File: src/dscr_pkg.sv
/*
  shared constants and carrier types for the drive serial command register front end.
  assumes one 40 MHz clock and a synchronous active-low reset in dscr_regs; the crc and command decode modules are combinational.
*/
package dscr_pkg;

  localparam logic [15:0] DSCR_CRC_INIT = 16'hFFFF;
  localparam logic [15:0] DSCR_CRC_POLY = 16'hA001;
  localparam logic [15:0] DSCR_CRC_RESIDUE = 16'h0000;
  localparam logic [15:0] DSCR_CRC_OF_01 = 16'h807E;

  localparam logic [15:0] DSCR_CMD_ADDR = 16'h2000;
  localparam logic [15:0] DSCR_FREQ_ADDR = 16'h2001;
  localparam logic [15:0] DSCR_FAULT_ADDR = 16'h2002;
  localparam logic [7:0] DSCR_PARAM_GROUP_LIMIT = 8'h20;

  localparam logic [7:0] DSCR_FN_READ = 8'h03;
  localparam logic [7:0] DSCR_FN_WRITE = 8'h06;
  localparam logic [7:0] DSCR_FN_EXC = 8'h80;
  localparam logic [7:0] DSCR_EXC_FUNC = 8'h01;
  localparam logic [7:0] DSCR_EXC_ADDR = 8'h02;
  localparam logic [7:0] DSCR_EXC_VALUE = 8'h03;
  localparam logic [7:0] DSCR_READ_BYTES = 8'h02;
  localparam logic [15:0] DSCR_READ_COUNT = 16'h0001;

  localparam int DSCR_REQ_BYTES = 8;
  localparam logic [3:0] DSCR_REQ_LEN = 4'h8;
  localparam logic [3:0] DSCR_ECHO_LEN = 4'h6;
  localparam logic [3:0] DSCR_RDRSP_LEN = 4'h5;
  localparam logic [3:0] DSCR_EXC_LEN = 4'h3;

  localparam int DSCR_RUN_LSB = 0;
  localparam int DSCR_DIR_LSB = 4;
  localparam int DSCR_ACC_LSB = 6;
  localparam int DSCR_STEP_LSB = 8;
  localparam int DSCR_GATE_BIT = 12;
  localparam int DSCR_RAISE_BIT = 0;
  localparam int DSCR_RST_BIT = 1;

  localparam logic [1:0] DSCR_ACT_STOP = 2'h1;
  localparam logic [1:0] DSCR_ACT_RUN = 2'h2;
  localparam logic [1:0] DSCR_ACT_JOG = 2'h3;
  localparam logic [1:0] DSCR_DIR_FORWARD = 2'h1;
  localparam logic [1:0] DSCR_DIR_REVERSE = 2'h2;
  localparam logic [1:0] DSCR_DIR_TOG = 2'h3;

  localparam logic [15:0] DSCR_FREQ_RST = 16'h0000;

  typedef enum logic [1:0] {
    DSCR_S_RX = 2'b00,
    DSCR_S_EXEC = 2'b01,
    DSCR_S_PRD = 2'b10,
    DSCR_S_TX = 2'b11
  } dscr_state_e;

  typedef enum logic [2:0] {
    DSCR_CLS_PARAM = 3'b000,
    DSCR_CLS_CMD = 3'b001,
    DSCR_CLS_FREQ = 3'b010,
    DSCR_CLS_FAULT = 3'b011,
    DSCR_CLS_NONE = 3'b100
  } dscr_class_e;

  typedef struct packed {
    logic run;
    logic jog;
    logic forward_rotation;
    logic reverse_rotation;
    logic [1:0] accel_set;
    logic [3:0] step_speed;
    logic comm_override;
  } dscr_drive_s;

  localparam dscr_drive_s DSCR_DRIVE_RST = '{run: 1'b0, jog: 1'b0, forward_rotation: 1'b1,
    reverse_rotation: 1'b0, accel_set: 2'h0, step_speed: 4'h0, comm_override: 1'b0};

  typedef struct packed {
    logic rd;
    logic wr;
    logic [15:0] group_number_address;
    logic [15:0] wdata;
  } dscr_param_s;

  localparam dscr_param_s DSCR_PARAM_RST = '{rd: 1'b0, wr: 1'b0, group_number_address: 16'h0000,
    wdata: 16'h0000};

endpackage

File: src/dscr_crc_byte.sv
/*
  one byte of the reflected crc-16 update, fully combinational.
  assumes the caller registers the result and seeds it with the all-ones value.
*/
`timescale 1ns/1ps
module dscr_crc_byte (
  input wire logic [15:0] crc_in,
  input wire logic [7:0] data,
  output logic [15:0] crc_out
);

  logic [15:0] acc;

  always_comb begin
    acc = crc_in ^ {8'h00, data};
    for (int i = 0; i < 8; i++) begin
      if (acc[0]) begin
        acc = (acc >> 1) ^ dscr_pkg::DSCR_CRC_POLY;
      end else begin
        acc = acc >> 1;
      end
    end
    crc_out = acc;
  end

endmodule

File: src/dscr_cmd_decode.sv
/*
  decodes a write to the drive command word into the next drive state.
  assumes the caller applies the result only on a command word write.
*/
`timescale 1ns/1ps
module dscr_cmd_decode (
  input wire logic [15:0] word,
  input wire dscr_pkg::dscr_drive_s cur,
  output dscr_pkg::dscr_drive_s nxt
);

  always_comb begin
    nxt = cur;
    case (word[dscr_pkg::DSCR_RUN_LSB +: 2])
      dscr_pkg::DSCR_ACT_STOP: begin
        nxt.run = 1'b0;
        nxt.jog = 1'b0;
      end
      dscr_pkg::DSCR_ACT_RUN: begin
        nxt.run = 1'b1;
        nxt.jog = 1'b0;
      end
      dscr_pkg::DSCR_ACT_JOG: begin
        nxt.run = 1'b1;
        nxt.jog = 1'b1;
      end
      default: begin
      end
    endcase
    case (word[dscr_pkg::DSCR_DIR_LSB +: 2])
      dscr_pkg::DSCR_DIR_FORWARD: begin
        nxt.forward_rotation = 1'b1;
        nxt.reverse_rotation = 1'b0;
      end
      dscr_pkg::DSCR_DIR_REVERSE: begin
        nxt.forward_rotation = 1'b0;
        nxt.reverse_rotation = 1'b1;
      end
      dscr_pkg::DSCR_DIR_TOG: begin
        nxt.forward_rotation = cur.reverse_rotation;
        nxt.reverse_rotation = cur.forward_rotation;
      end
      default: begin
      end
    endcase
    // bits 2-3 and 13-15 reserved, simply not looked at
    nxt.comm_override = word[dscr_pkg::DSCR_GATE_BIT];
    if (word[dscr_pkg::DSCR_GATE_BIT]) begin
      nxt.accel_set = word[dscr_pkg::DSCR_ACC_LSB +: 2];
      nxt.step_speed = word[dscr_pkg::DSCR_STEP_LSB +: 4];
    end
  end

endmodule

File: src/dscr_regs.sv
/*
  rtu slave front end: takes request bytes, checks crc, decodes addresses, answers with a crc.
  assumes a same-clock uart receiver giving bytes and an end-of-frame pulse after line silence,
  a same-clock transmitter with valid/ready, and a parameter store answering reads in the same cycle.
*/
`timescale 1ns/1ps
module dscr_regs (
  input wire logic clk,
  input wire logic nrst,
  input wire logic [7:0] slave_addr,
  input wire logic rx_valid,
  input wire logic [7:0] rx_data,
  input wire logic rx_frame_end,
  output logic tx_valid,
  output logic [7:0] tx_data,
  input wire logic tx_ready,
  output dscr_pkg::dscr_drive_s drive,
  output logic [15:0] frequency_setpoint,
  output logic external_fault_flag,
  output logic fault_reset,
  output dscr_pkg::dscr_param_s param,
  input wire logic [15:0] param_rdata
);

  function automatic dscr_pkg::dscr_class_e addr_class(input logic [15:0] a);
    if (a == dscr_pkg::DSCR_CMD_ADDR) begin
      return dscr_pkg::DSCR_CLS_CMD;
    end else if (a == dscr_pkg::DSCR_FREQ_ADDR) begin
      return dscr_pkg::DSCR_CLS_FREQ;
    end else if (a == dscr_pkg::DSCR_FAULT_ADDR) begin
      return dscr_pkg::DSCR_CLS_FAULT;
    end else if (a[15:8] >= dscr_pkg::DSCR_PARAM_GROUP_LIMIT) begin
      return dscr_pkg::DSCR_CLS_NONE;
    end
    return dscr_pkg::DSCR_CLS_PARAM;
  endfunction

  dscr_pkg::dscr_state_e state, next_state;
  logic [7:0] rxb [dscr_pkg::DSCR_REQ_BYTES];
  logic [7:0] next_rxb [dscr_pkg::DSCR_REQ_BYTES];
  logic [7:0] txb [dscr_pkg::DSCR_REQ_BYTES];
  logic [7:0] next_txb [dscr_pkg::DSCR_REQ_BYTES];
  logic [3:0] rx_cnt, next_rx_cnt;
  logic [15:0] rx_crc, next_rx_crc, rx_crc_step;
  logic [3:0] tx_len, next_tx_len;
  logic [3:0] tx_idx, next_tx_idx, tx_nidx;
  logic [15:0] tx_crc, next_tx_crc, tx_crc_step, tx_ncrc;
  logic next_tx_valid;
  logic [7:0] next_tx_data;
  dscr_pkg::dscr_drive_s next_drive, dec_drive;
  logic [15:0] next_freq;
  logic next_fault_flag, next_freset;
  dscr_pkg::dscr_param_s next_param;
  logic [7:0] fn, exc_code;
  logic [15:0] req_addr, req_val;
  dscr_pkg::dscr_class_e cls;
  logic exc, cmd_we, freq_we, fault_we;

  assign fn = rxb[1];
  assign req_addr = {rxb[2], rxb[3]};
  assign req_val = {rxb[4], rxb[5]};
  assign cls = addr_class(req_addr);

  dscr_crc_byte u_rx_crc (
    .crc_in(rx_crc),
    .data(rx_data),
    .crc_out(rx_crc_step)
  );

  dscr_crc_byte u_tx_crc (
    .crc_in(tx_crc),
    .data(tx_data),
    .crc_out(tx_crc_step)
  );

  dscr_cmd_decode u_decode (
    .word(req_val),
    .cur(drive),
    .nxt(dec_drive)
  );

  always_comb begin
    next_state = state;
    next_rxb = rxb;
    next_txb = txb;
    next_rx_cnt = rx_cnt;
    next_rx_crc = rx_crc;
    next_tx_len = tx_len;
    next_tx_idx = tx_idx;
    next_tx_crc = tx_crc;
    next_tx_valid = tx_valid;
    next_tx_data = tx_data;
    next_drive = drive;
    next_freq = frequency_setpoint;
    next_fault_flag = external_fault_flag;
    next_freset = 1'b0;
    next_param = param;
    next_param.rd = 1'b0;
    next_param.wr = 1'b0;
    exc = 1'b0;
    exc_code = dscr_pkg::DSCR_EXC_FUNC;
    cmd_we = 1'b0;
    freq_we = 1'b0;
    fault_we = 1'b0;
    tx_nidx = tx_idx + 4'h1;
    tx_ncrc = (tx_idx < tx_len) ? tx_crc_step : tx_crc;
    case (state)
      dscr_pkg::DSCR_S_RX: begin
        // end of frame wins over a byte in the same cycle; that byte is dropped
        if (rx_frame_end) begin
          if (rx_cnt == dscr_pkg::DSCR_REQ_LEN && rx_crc == dscr_pkg::DSCR_CRC_RESIDUE &&
              rxb[0] == slave_addr) begin
            next_state = dscr_pkg::DSCR_S_EXEC;
          end
          next_rx_cnt = 4'h0;
          next_rx_crc = dscr_pkg::DSCR_CRC_INIT;
        end else if (rx_valid) begin
          if (rx_cnt < dscr_pkg::DSCR_REQ_LEN) begin
            next_rxb[rx_cnt[2:0]] = rx_data;
          end
          // saturates one past the request length so long frames fail the length check
          if (rx_cnt <= dscr_pkg::DSCR_REQ_LEN) begin
            next_rx_cnt = rx_cnt + 4'h1;
          end
          next_rx_crc = rx_crc_step;
        end
      end
      dscr_pkg::DSCR_S_EXEC: begin
        next_txb[0] = rxb[0];
        next_txb[1] = fn;
        next_txb[2] = rxb[2];
        next_txb[3] = rxb[3];
        next_txb[4] = rxb[4];
        next_txb[5] = rxb[5];
        next_tx_len = dscr_pkg::DSCR_ECHO_LEN;
        next_state = dscr_pkg::DSCR_S_TX;
        if (fn == dscr_pkg::DSCR_FN_WRITE) begin
          case (cls)
            dscr_pkg::DSCR_CLS_CMD: begin
              cmd_we = 1'b1;
              next_drive = dec_drive;
            end
            dscr_pkg::DSCR_CLS_FREQ: begin
              freq_we = 1'b1;
              next_freq = req_val;
            end
            dscr_pkg::DSCR_CLS_FAULT: begin
              fault_we = 1'b1;
              next_freset = req_val[dscr_pkg::DSCR_RST_BIT];
              // raise beats clear when both bits are written together
              if (req_val[dscr_pkg::DSCR_RAISE_BIT]) begin
                next_fault_flag = 1'b1;
              end else if (req_val[dscr_pkg::DSCR_RST_BIT]) begin
                next_fault_flag = 1'b0;
              end
            end
            dscr_pkg::DSCR_CLS_PARAM: begin
              next_param.wr = 1'b1;
              next_param.group_number_address = req_addr;
              next_param.wdata = req_val;
            end
            default: begin
              exc = 1'b1;
              exc_code = dscr_pkg::DSCR_EXC_ADDR;
            end
          endcase
        end else if (fn == dscr_pkg::DSCR_FN_READ) begin
          if (req_val != dscr_pkg::DSCR_READ_COUNT) begin
            exc = 1'b1;
            exc_code = dscr_pkg::DSCR_EXC_VALUE;
          end else if (cls == dscr_pkg::DSCR_CLS_PARAM) begin
            next_param.rd = 1'b1;
            next_param.group_number_address = req_addr;
            next_state = dscr_pkg::DSCR_S_PRD;
          end else begin
            // write-only words never leak their contents
            exc = 1'b1;
            exc_code = dscr_pkg::DSCR_EXC_ADDR;
          end
        end else begin
          exc = 1'b1;
        end
        if (exc) begin
          next_txb[1] = fn | dscr_pkg::DSCR_FN_EXC;
          next_txb[2] = exc_code;
          next_tx_len = dscr_pkg::DSCR_EXC_LEN;
        end
        if (next_state == dscr_pkg::DSCR_S_TX) begin
          next_tx_valid = 1'b1;
          next_tx_data = rxb[0];
          next_tx_idx = 4'h0;
          next_tx_crc = dscr_pkg::DSCR_CRC_INIT;
        end
      end
      dscr_pkg::DSCR_S_PRD: begin
        next_txb[2] = dscr_pkg::DSCR_READ_BYTES;
        next_txb[3] = param_rdata[15:8];
        next_txb[4] = param_rdata[7:0];
        next_tx_len = dscr_pkg::DSCR_RDRSP_LEN;
        next_state = dscr_pkg::DSCR_S_TX;
        next_tx_valid = 1'b1;
        next_tx_data = txb[0];
        next_tx_idx = 4'h0;
        next_tx_crc = dscr_pkg::DSCR_CRC_INIT;
      end
      dscr_pkg::DSCR_S_TX: begin
        if (tx_valid && tx_ready) begin
          next_tx_idx = tx_nidx;
          next_tx_crc = tx_ncrc;
          if (tx_nidx < tx_len) begin
            next_tx_data = txb[tx_nidx[2:0]];
          end else if (tx_nidx == tx_len) begin
            next_tx_data = tx_ncrc[7:0];
          end else if (tx_nidx == tx_len + 4'h1) begin
            next_tx_data = tx_ncrc[15:8];
          end else begin
            next_tx_valid = 1'b0;
            next_state = dscr_pkg::DSCR_S_RX;
          end
        end
      end
      default: begin
        next_state = dscr_pkg::DSCR_S_RX;
      end
    endcase
  end

  always_ff @(posedge clk) begin
    if (!nrst) begin
      state <= dscr_pkg::DSCR_S_RX;
      for (int i = 0; i < dscr_pkg::DSCR_REQ_BYTES; i++) begin
        rxb[i] <= 8'h00;
        txb[i] <= 8'h00;
      end
      rx_cnt <= 4'h0;
      rx_crc <= dscr_pkg::DSCR_CRC_INIT;
      tx_len <= 4'h0;
      tx_idx <= 4'h0;
      tx_crc <= dscr_pkg::DSCR_CRC_INIT;
      tx_valid <= 1'b0;
      tx_data <= 8'h00;
      drive <= dscr_pkg::DSCR_DRIVE_RST;
      frequency_setpoint <= dscr_pkg::DSCR_FREQ_RST;
      external_fault_flag <= 1'b0;
      fault_reset <= 1'b0;
      param <= dscr_pkg::DSCR_PARAM_RST;
    end else begin
      state <= next_state;
      rxb <= next_rxb;
      txb <= next_txb;
      rx_cnt <= next_rx_cnt;
      rx_crc <= next_rx_crc;
      tx_len <= next_tx_len;
      tx_idx <= next_tx_idx;
      tx_crc <= next_tx_crc;
      tx_valid <= next_tx_valid;
      tx_data <= next_tx_data;
      drive <= next_drive;
      frequency_setpoint <= next_freq;
      external_fault_flag <= next_fault_flag;
      fault_reset <= next_freset;
      param <= next_param;
    end
  end
endmodule

File: config.mk
export PLATFORM = sky130hd
export DESIGN_NAME = dscr_regs
export DESIGN_NICKNAME = d
export VERILOG_FILES = /design/src/dscr_pkg.sv /design/src/dscr_crc_byte.sv /design/src/dscr_cmd_decode.sv /design/src/dscr_regs.sv
export SDC_FILE = /design/constraint.sdc
export NUM_CORES = 1
export LEC_CHECK = 0
export ABC_AREA = 1
export ABC_CLOCK_PERIOD_IN_PS = 2600
export BUFFER_PORTS_ARGS = -buffer_cell sky130_fd_sc_hd__buf_4
export CAP_MARGIN = 40
export CORE_MARGIN = 2
export CORE_UTILIZATION = 36
export DETAILED_ROUTE_END_ITERATION = 16
export MAX_ROUTING_LAYER = met4
export PLACE_DENSITY = 0.6
export SETUP_SLACK_MARGIN = 0.1
export SYNTH_ARGS = -nofsm -noshare
export SYNTH_HDL_FRONTEND = slang
export SYNTH_SLANG_ARGS = --single-unit
File: constraint.sdc
create_clock -name clk -period 2.6 [get_ports clk]
set_input_delay 0.13 -clock clk [delete_from_list [all_inputs] [get_ports clk]]
set_output_delay 0.13 -clock clk [all_outputs]
set_load 0.005 [all_outputs]
======== Yosys cells after proc, flatten, opt, wreduce, memory -nomap -nowiden ========
Cells that the tools add are included.
cells by class
  add/subtract/negate cells ............... 3
  order comparisons ....................... 8
  equal/unequal tests ..................... 32
  muxes and demuxes ....................... 92
  bitwise logic cells ..................... 24
  reduce and logical (&&, ||, !) cells .... 34
operators with widths
  operator                count
  $mux W16                26
  $mux W8                 9
  $bwmux W64              1
  $eq A16 B14 Y1 const B  3
  $not A2 Y3              16
  $pmux W16 S3            1
  $pmux W24 S2            1
  $mux W33                1
  $reduce_and A4 Y1       8
  $xor A16 B8 Y16         2
  $bmux W8 S3             1
  $demux W8 S3            1
  $pmux W8 S3             1
  $mux W1                 22
  $mux W2                 11
  $mux W4                 5
  $mux W3                 6
  $reduce_and A3 Y1       6
  $logic_not A16 Y1       1
  $ne A16 B1 Y1 const B   1
  $ne A2 B2 Y1 const B    8
  $eq A2 B2 Y1 const B    7
  $add A4 B1 Y4 const B   3
  $pmux W2 S3             2
  other kinds (30)        50
word-level totals
  flip-flop bits (word level) ............. 230
  bits of input ports ..................... 37
  output and inout bits ................... 72
  word-level logic and storage cells ...... 229

======== Depth between registers and ports, before layout ========
  depth after elaboration ................. 23
  depth in mapped cells ................... 18
  gate-level depth less buffers ........... 18

======== By module ========
Synthesis repeated with hierarchy kept, for this count alone.
second synthesis, totals
  cells, all modules ...................... 1558
  area, all modules ....................... 10787.8 um2
by module, submodules not included
  module           instances  cells an instance  area an instance (um2)
  dscr_regs        1          1393               9738.1
  dscr_crc_byte    2          65                 445.4
  dscr_cmd_decode  1          35                 158.9

======== Worst setup path after synthesis ========
No wires, ideal clock.
  kind .................................... register -> register
  start ................................... register tx_idx[0]
  end ..................................... register tx_data[3]
  library setup time ...................... 0.070 ns
  arrival ................................. 2.658 ns
  required time ........................... 2.530 ns
  path slack .............................. -0.127 ns
  cell stages (with the launch flop) ...... 15
  clock period less this slack ............ 2.727 ns
  path through ............................ dfxtp_1 ha_1 xnor2_2 inv_2 buf_4 ha_1 inv_1 o311ai_2 inv_4 nor2_2 inv_2 o21ai_2 buf_4 a21oi_1 a21oi_1
on the way
  cells in the longest elaborated chain, start to end .. 8
  elaborated cells on any way between the ends .. 17
RTL lines
  what                                         RTL line          source
  start, declared                              dscr_regs.sv:46   logic [3:0] tx_idx, next_tx_idx, tx_nidx;
  start signal, assigned                       dscr_regs.sv:254  tx_idx <= next_tx_idx;
  $add A4 B1 Y4                                dscr_regs.sv:105  tx_nidx = tx_idx + 4'h1;
  $not A3 Y4 (not written as such)             dscr_regs.sv:211  next_tx_data = txb[tx_nidx[2:0]];
  $bmux W8 S3                                  dscr_regs.sv:211
  $mux W8 (not written as such) (2 in series)  dscr_regs.sv:211
  $mux W8                                      dscr_regs.sv:210  if (tx_nidx < tx_len) begin
  $mux W8                                      dscr_regs.sv:207  if (tx_valid && tx_ready) begin
  $pmux W8 S3                                  dscr_regs.sv:107  case (state)
  end signal, assigned                         dscr_regs.sv:257  tx_data <= next_tx_data;
  end, declared                                dscr_regs.sv:15   output logic [7:0] tx_data,
Several ways; a longest one is shown, not always the timed one. The select of a mux whose other input is x is not followed.
A chain may end at the register's enable or synchronous reset.

======== Worst setup path after layout ========
  start ................................... register tx_idx[0]
  end ..................................... register tx_data[6]
The elaborated chain is that of the path after synthesis.

==> summary.txt <==
Run status
  – Status: complete, no violations

GRT
  – Initial antenna violation count: 0
  – First-pass GRT wire length: roughly 48000 um
  – Total GRT Usage: approximately a fifth
  – Grt total ovfl: 0
  – Largest net degree at the start of global routing: 43
  – Vias in the first global route: roughly 8900

Detailed routing
  – First-pass DRT Iterations: 5
  – Metal1 wirelength: around 14000 um
  – Wire per inst: around 17 um
  – DRT iter0 DRCs: approximately 730
  – Via count: about 9300
  – Via density: ~5.1
  – DRT antenna net count: 0
  – Remaining DRCs: 0
  – DR WL met2: between 10000 and 15000 um
  – Total length of routed wires: approximately 30000 um
  – Max layer used: met4
  – Met3 WL: ~1700 um

STA
  – Period utilization: roughly nine tenths
  – Post-Route Setup TNS: 0 ns
  – Final max-slew violation count: 0
  – Count of final hold-check violations: 0
  – Setup-failing EPs final: 0
  – RSZ-0062 raised after global routing: no
  – Minimum clock period: about 2.3 ns
  – Worst-Margin Slew: between 0.5 and 0.6 ns
  – Rel. slew slack: between 60% and 70%
  – Max Clk Rate: ~0.43 GHz
  – Clock Skews: roughly 0.016 ns

Synthesis
  – Post-synth EDFFs: 0
  – FF+latch count, synth: about 210
  – Top post-synthesis cells by area: dfxtp_1 (43%), o21ai_0 (8.1%), nand2_1 (8.0%)
  – Post-synth top area share: 43.43%
  – Ys flop type: dfxtp_1
  – Mapped cell area: 9818 sq um
  – Dominant cell by count in the synthesized netlist: dfxtp_1
  – Part of the Yosys area used for sequential elements: a little over two fifths
  – Gate Count Post-Synth: approximately 1300
  – Yosys top cell by area: dfxtp_1
  – Yosys warning total: 0
  – Mapped Nets: between 1000 and 1500
  – Most frequent cells after synthesis: dfxtp_1 (213), nand2_1 (208), o21ai_0 (158), nor2_1 (157), a21oi_1 (125)
  – Netlist cell types: 57
  – Asr flop ratio synth: 0%
  – Syn avg cell area: around 7.4 sq um

Pwr
  – P_leak: about 0.0052 uW
  – Power Total: around 15000 uW
  – Power per standard cell area: approximately 1200 nW/um^2
  – Max VDD drop: ~740 uV

Floorplan
  – Core area: between 20000 and 30000 sq um
  – Overall die area: ~29000 sq um
  – Ports: approximately 110
  – Die extent in x: ~170 um
  – Die height: 169.1 um
  – Initial core utilization: a little over a third
  – # rows: 60

Setup path
  – Crit path arrival time: around 2.7 ns
  – Startpoint type of the worst setup path: flop
  – Worst Path Required: 3.01 ns
  – Worst setup EP type: flop
  – CP Max Fanout: 6
  – Critical path class: reg -> reg

Clock tree
  – CTS Buf Count: 24
  – CTS sink cnt: 213
  – CTS tree: done
  – Clock-pin slew on the worst setup and hold paths: 0.06 ns
  – H-tree depth: 1
  – Clock Latency Late Sink: 0.53 ns
  – Max Root-Sink Buffers: 3
  – CTS Root Cell: clkbuf_16
  – Setup bufs post-CTS: 0

Finish
  – # diodes: 0
  – Util after Layout: between 40% and 50%
  – Layout cell share with drive strength beyond 1: between 15 and 20%
  – Layout area overhead: 23.33%
  – Fin nets: 1500

Run
  – Max Cap Viol: 0

Placed design
  – Final HPWL DP: 21160 um
  – Routability cong.: 0.8843
  – Port Buffers: around 110

Hold path
  – Worst Hold Class: in -> reg
## registers in the layout, summed over array words and instances (netlist names), 8 cells and up
signal / flops
txb: 48
param: 34
frequency_setpoint: 16
req_addr: 16
req_val: 16
rx_crc: 16
tx_crc: 16
drive: 11
fn: 8
rxb: 8
tx_data: 8
## worst max-delay path: stages, from the launching register on
cell and delay (ns):
dfxtp_2 0.35, ha_4 0.18, xnor2_4 0.16, inv_2 0.05
ha_1 0.30, inv_1 0.07, o311ai_4 0.27, inv_4 0.05
nor2_2 0.16, inv_2 0.07, o21ai_4 0.19, inv_1 0.14
o21ai_0 0.17, a21oi_1 0.05
## layer usage
layer	GRT usage [%]	vias up
met2	34.02	253
met1	28.17	4289
li1	-	4704
met4	5.909	0
met3	3.428	57
met5	-	-
## kinds of logic (layout without fill, tap and decap cells)
logic type | after synthesis | after routing | synth area share, %
adder cells (fa/ha/maj) | 14 | 14 | 1.784
AND/OR/NAND/NOR | 491 | 491 | 21.32
XOR/XNOR | 37 | 37 | 3.453
flip-flops | 213 | 213 | 43.43
buffers and inverters | 176 | 323 | 7.328
AO/OA/AOI/OAI | 388 | 388 | 22.68
## metrics by stage
step	hold WS [ns]	std cells	cell area [sq um]	setup WS, ns
finish	0.01456	1807	12110	0.2815
detailed placement	0.4328	1742	11070	0.1568
global placement	0.4283	1742	11070	0.2196
floorplan	0.2649	1319	9842	0.1036
CTS	0.0002405	1807	12080	0.1377
global route	0.03287	1807	12110	0.1166
## cell type report
| class | instances | area (sq um) |
|---|---|---|
| sequential | 213 | 4267 |
| timing repair buffer | 168 | 1329 |
| clock inverter | 5 | 65.06 |
| multi-input combinational | 930 | 4876 |
| fill | 2671 | 14770 |
| tap | 341 | 426.7 |
| inverter | 112 | 422.9 |
| clock buffer | 38 | 723.2 |
## report_power, final
group          total [uW]  internal (uW)  switching [uW]
sequential           4430           3890             540
clock                3390           2010            1380
combinational        6860           2470            4390
## repair_timing
action	in CTS	in global routing
gates resized for setup	0	12
endpoints found under the setup margin	0	8
endpoints found under the hold margin	40	0
hold buffers	22	0
## path summary, 6_finish.rpt
path                                             start                      end  slack [ns]  cells past startpoint
worst max-delay path            tx_idx[0]$_SDFFE_PN0P_  tx_data[6]$_SDFFE_PN0P_        0.28                     13
worst min-delay path                      rx_frame_end   rx_cnt[1]$_SDFFE_PN0P_        0.01                      4
worst max register to register  tx_idx[0]$_SDFFE_PN0P_  tx_data[6]$_SDFFE_PN0P_        0.28                     13
worst min register to register  param[31]$_SDFFE_PN0P_   param[31]$_SDFFE_PN0P_        0.44                      2
## cells in the final DEF (no fill, tap or decap), types with 13 or more instances in the layout
cell	n
dfxtp_1	211
nand2_1	208
nor2_1	157
o21ai_0	154
buf_4	145
a21oi_1	125
inv_1	90
nand3_1	70
o21ai_1	33
o211ai_1	33
clkbuf_16	24
dlygate4sd3_1	22
xnor2_1	19
xor2_1	16
nor3_1	13
nand4_1	13
ha_1	13
Power figures use the tool's default switching activity.
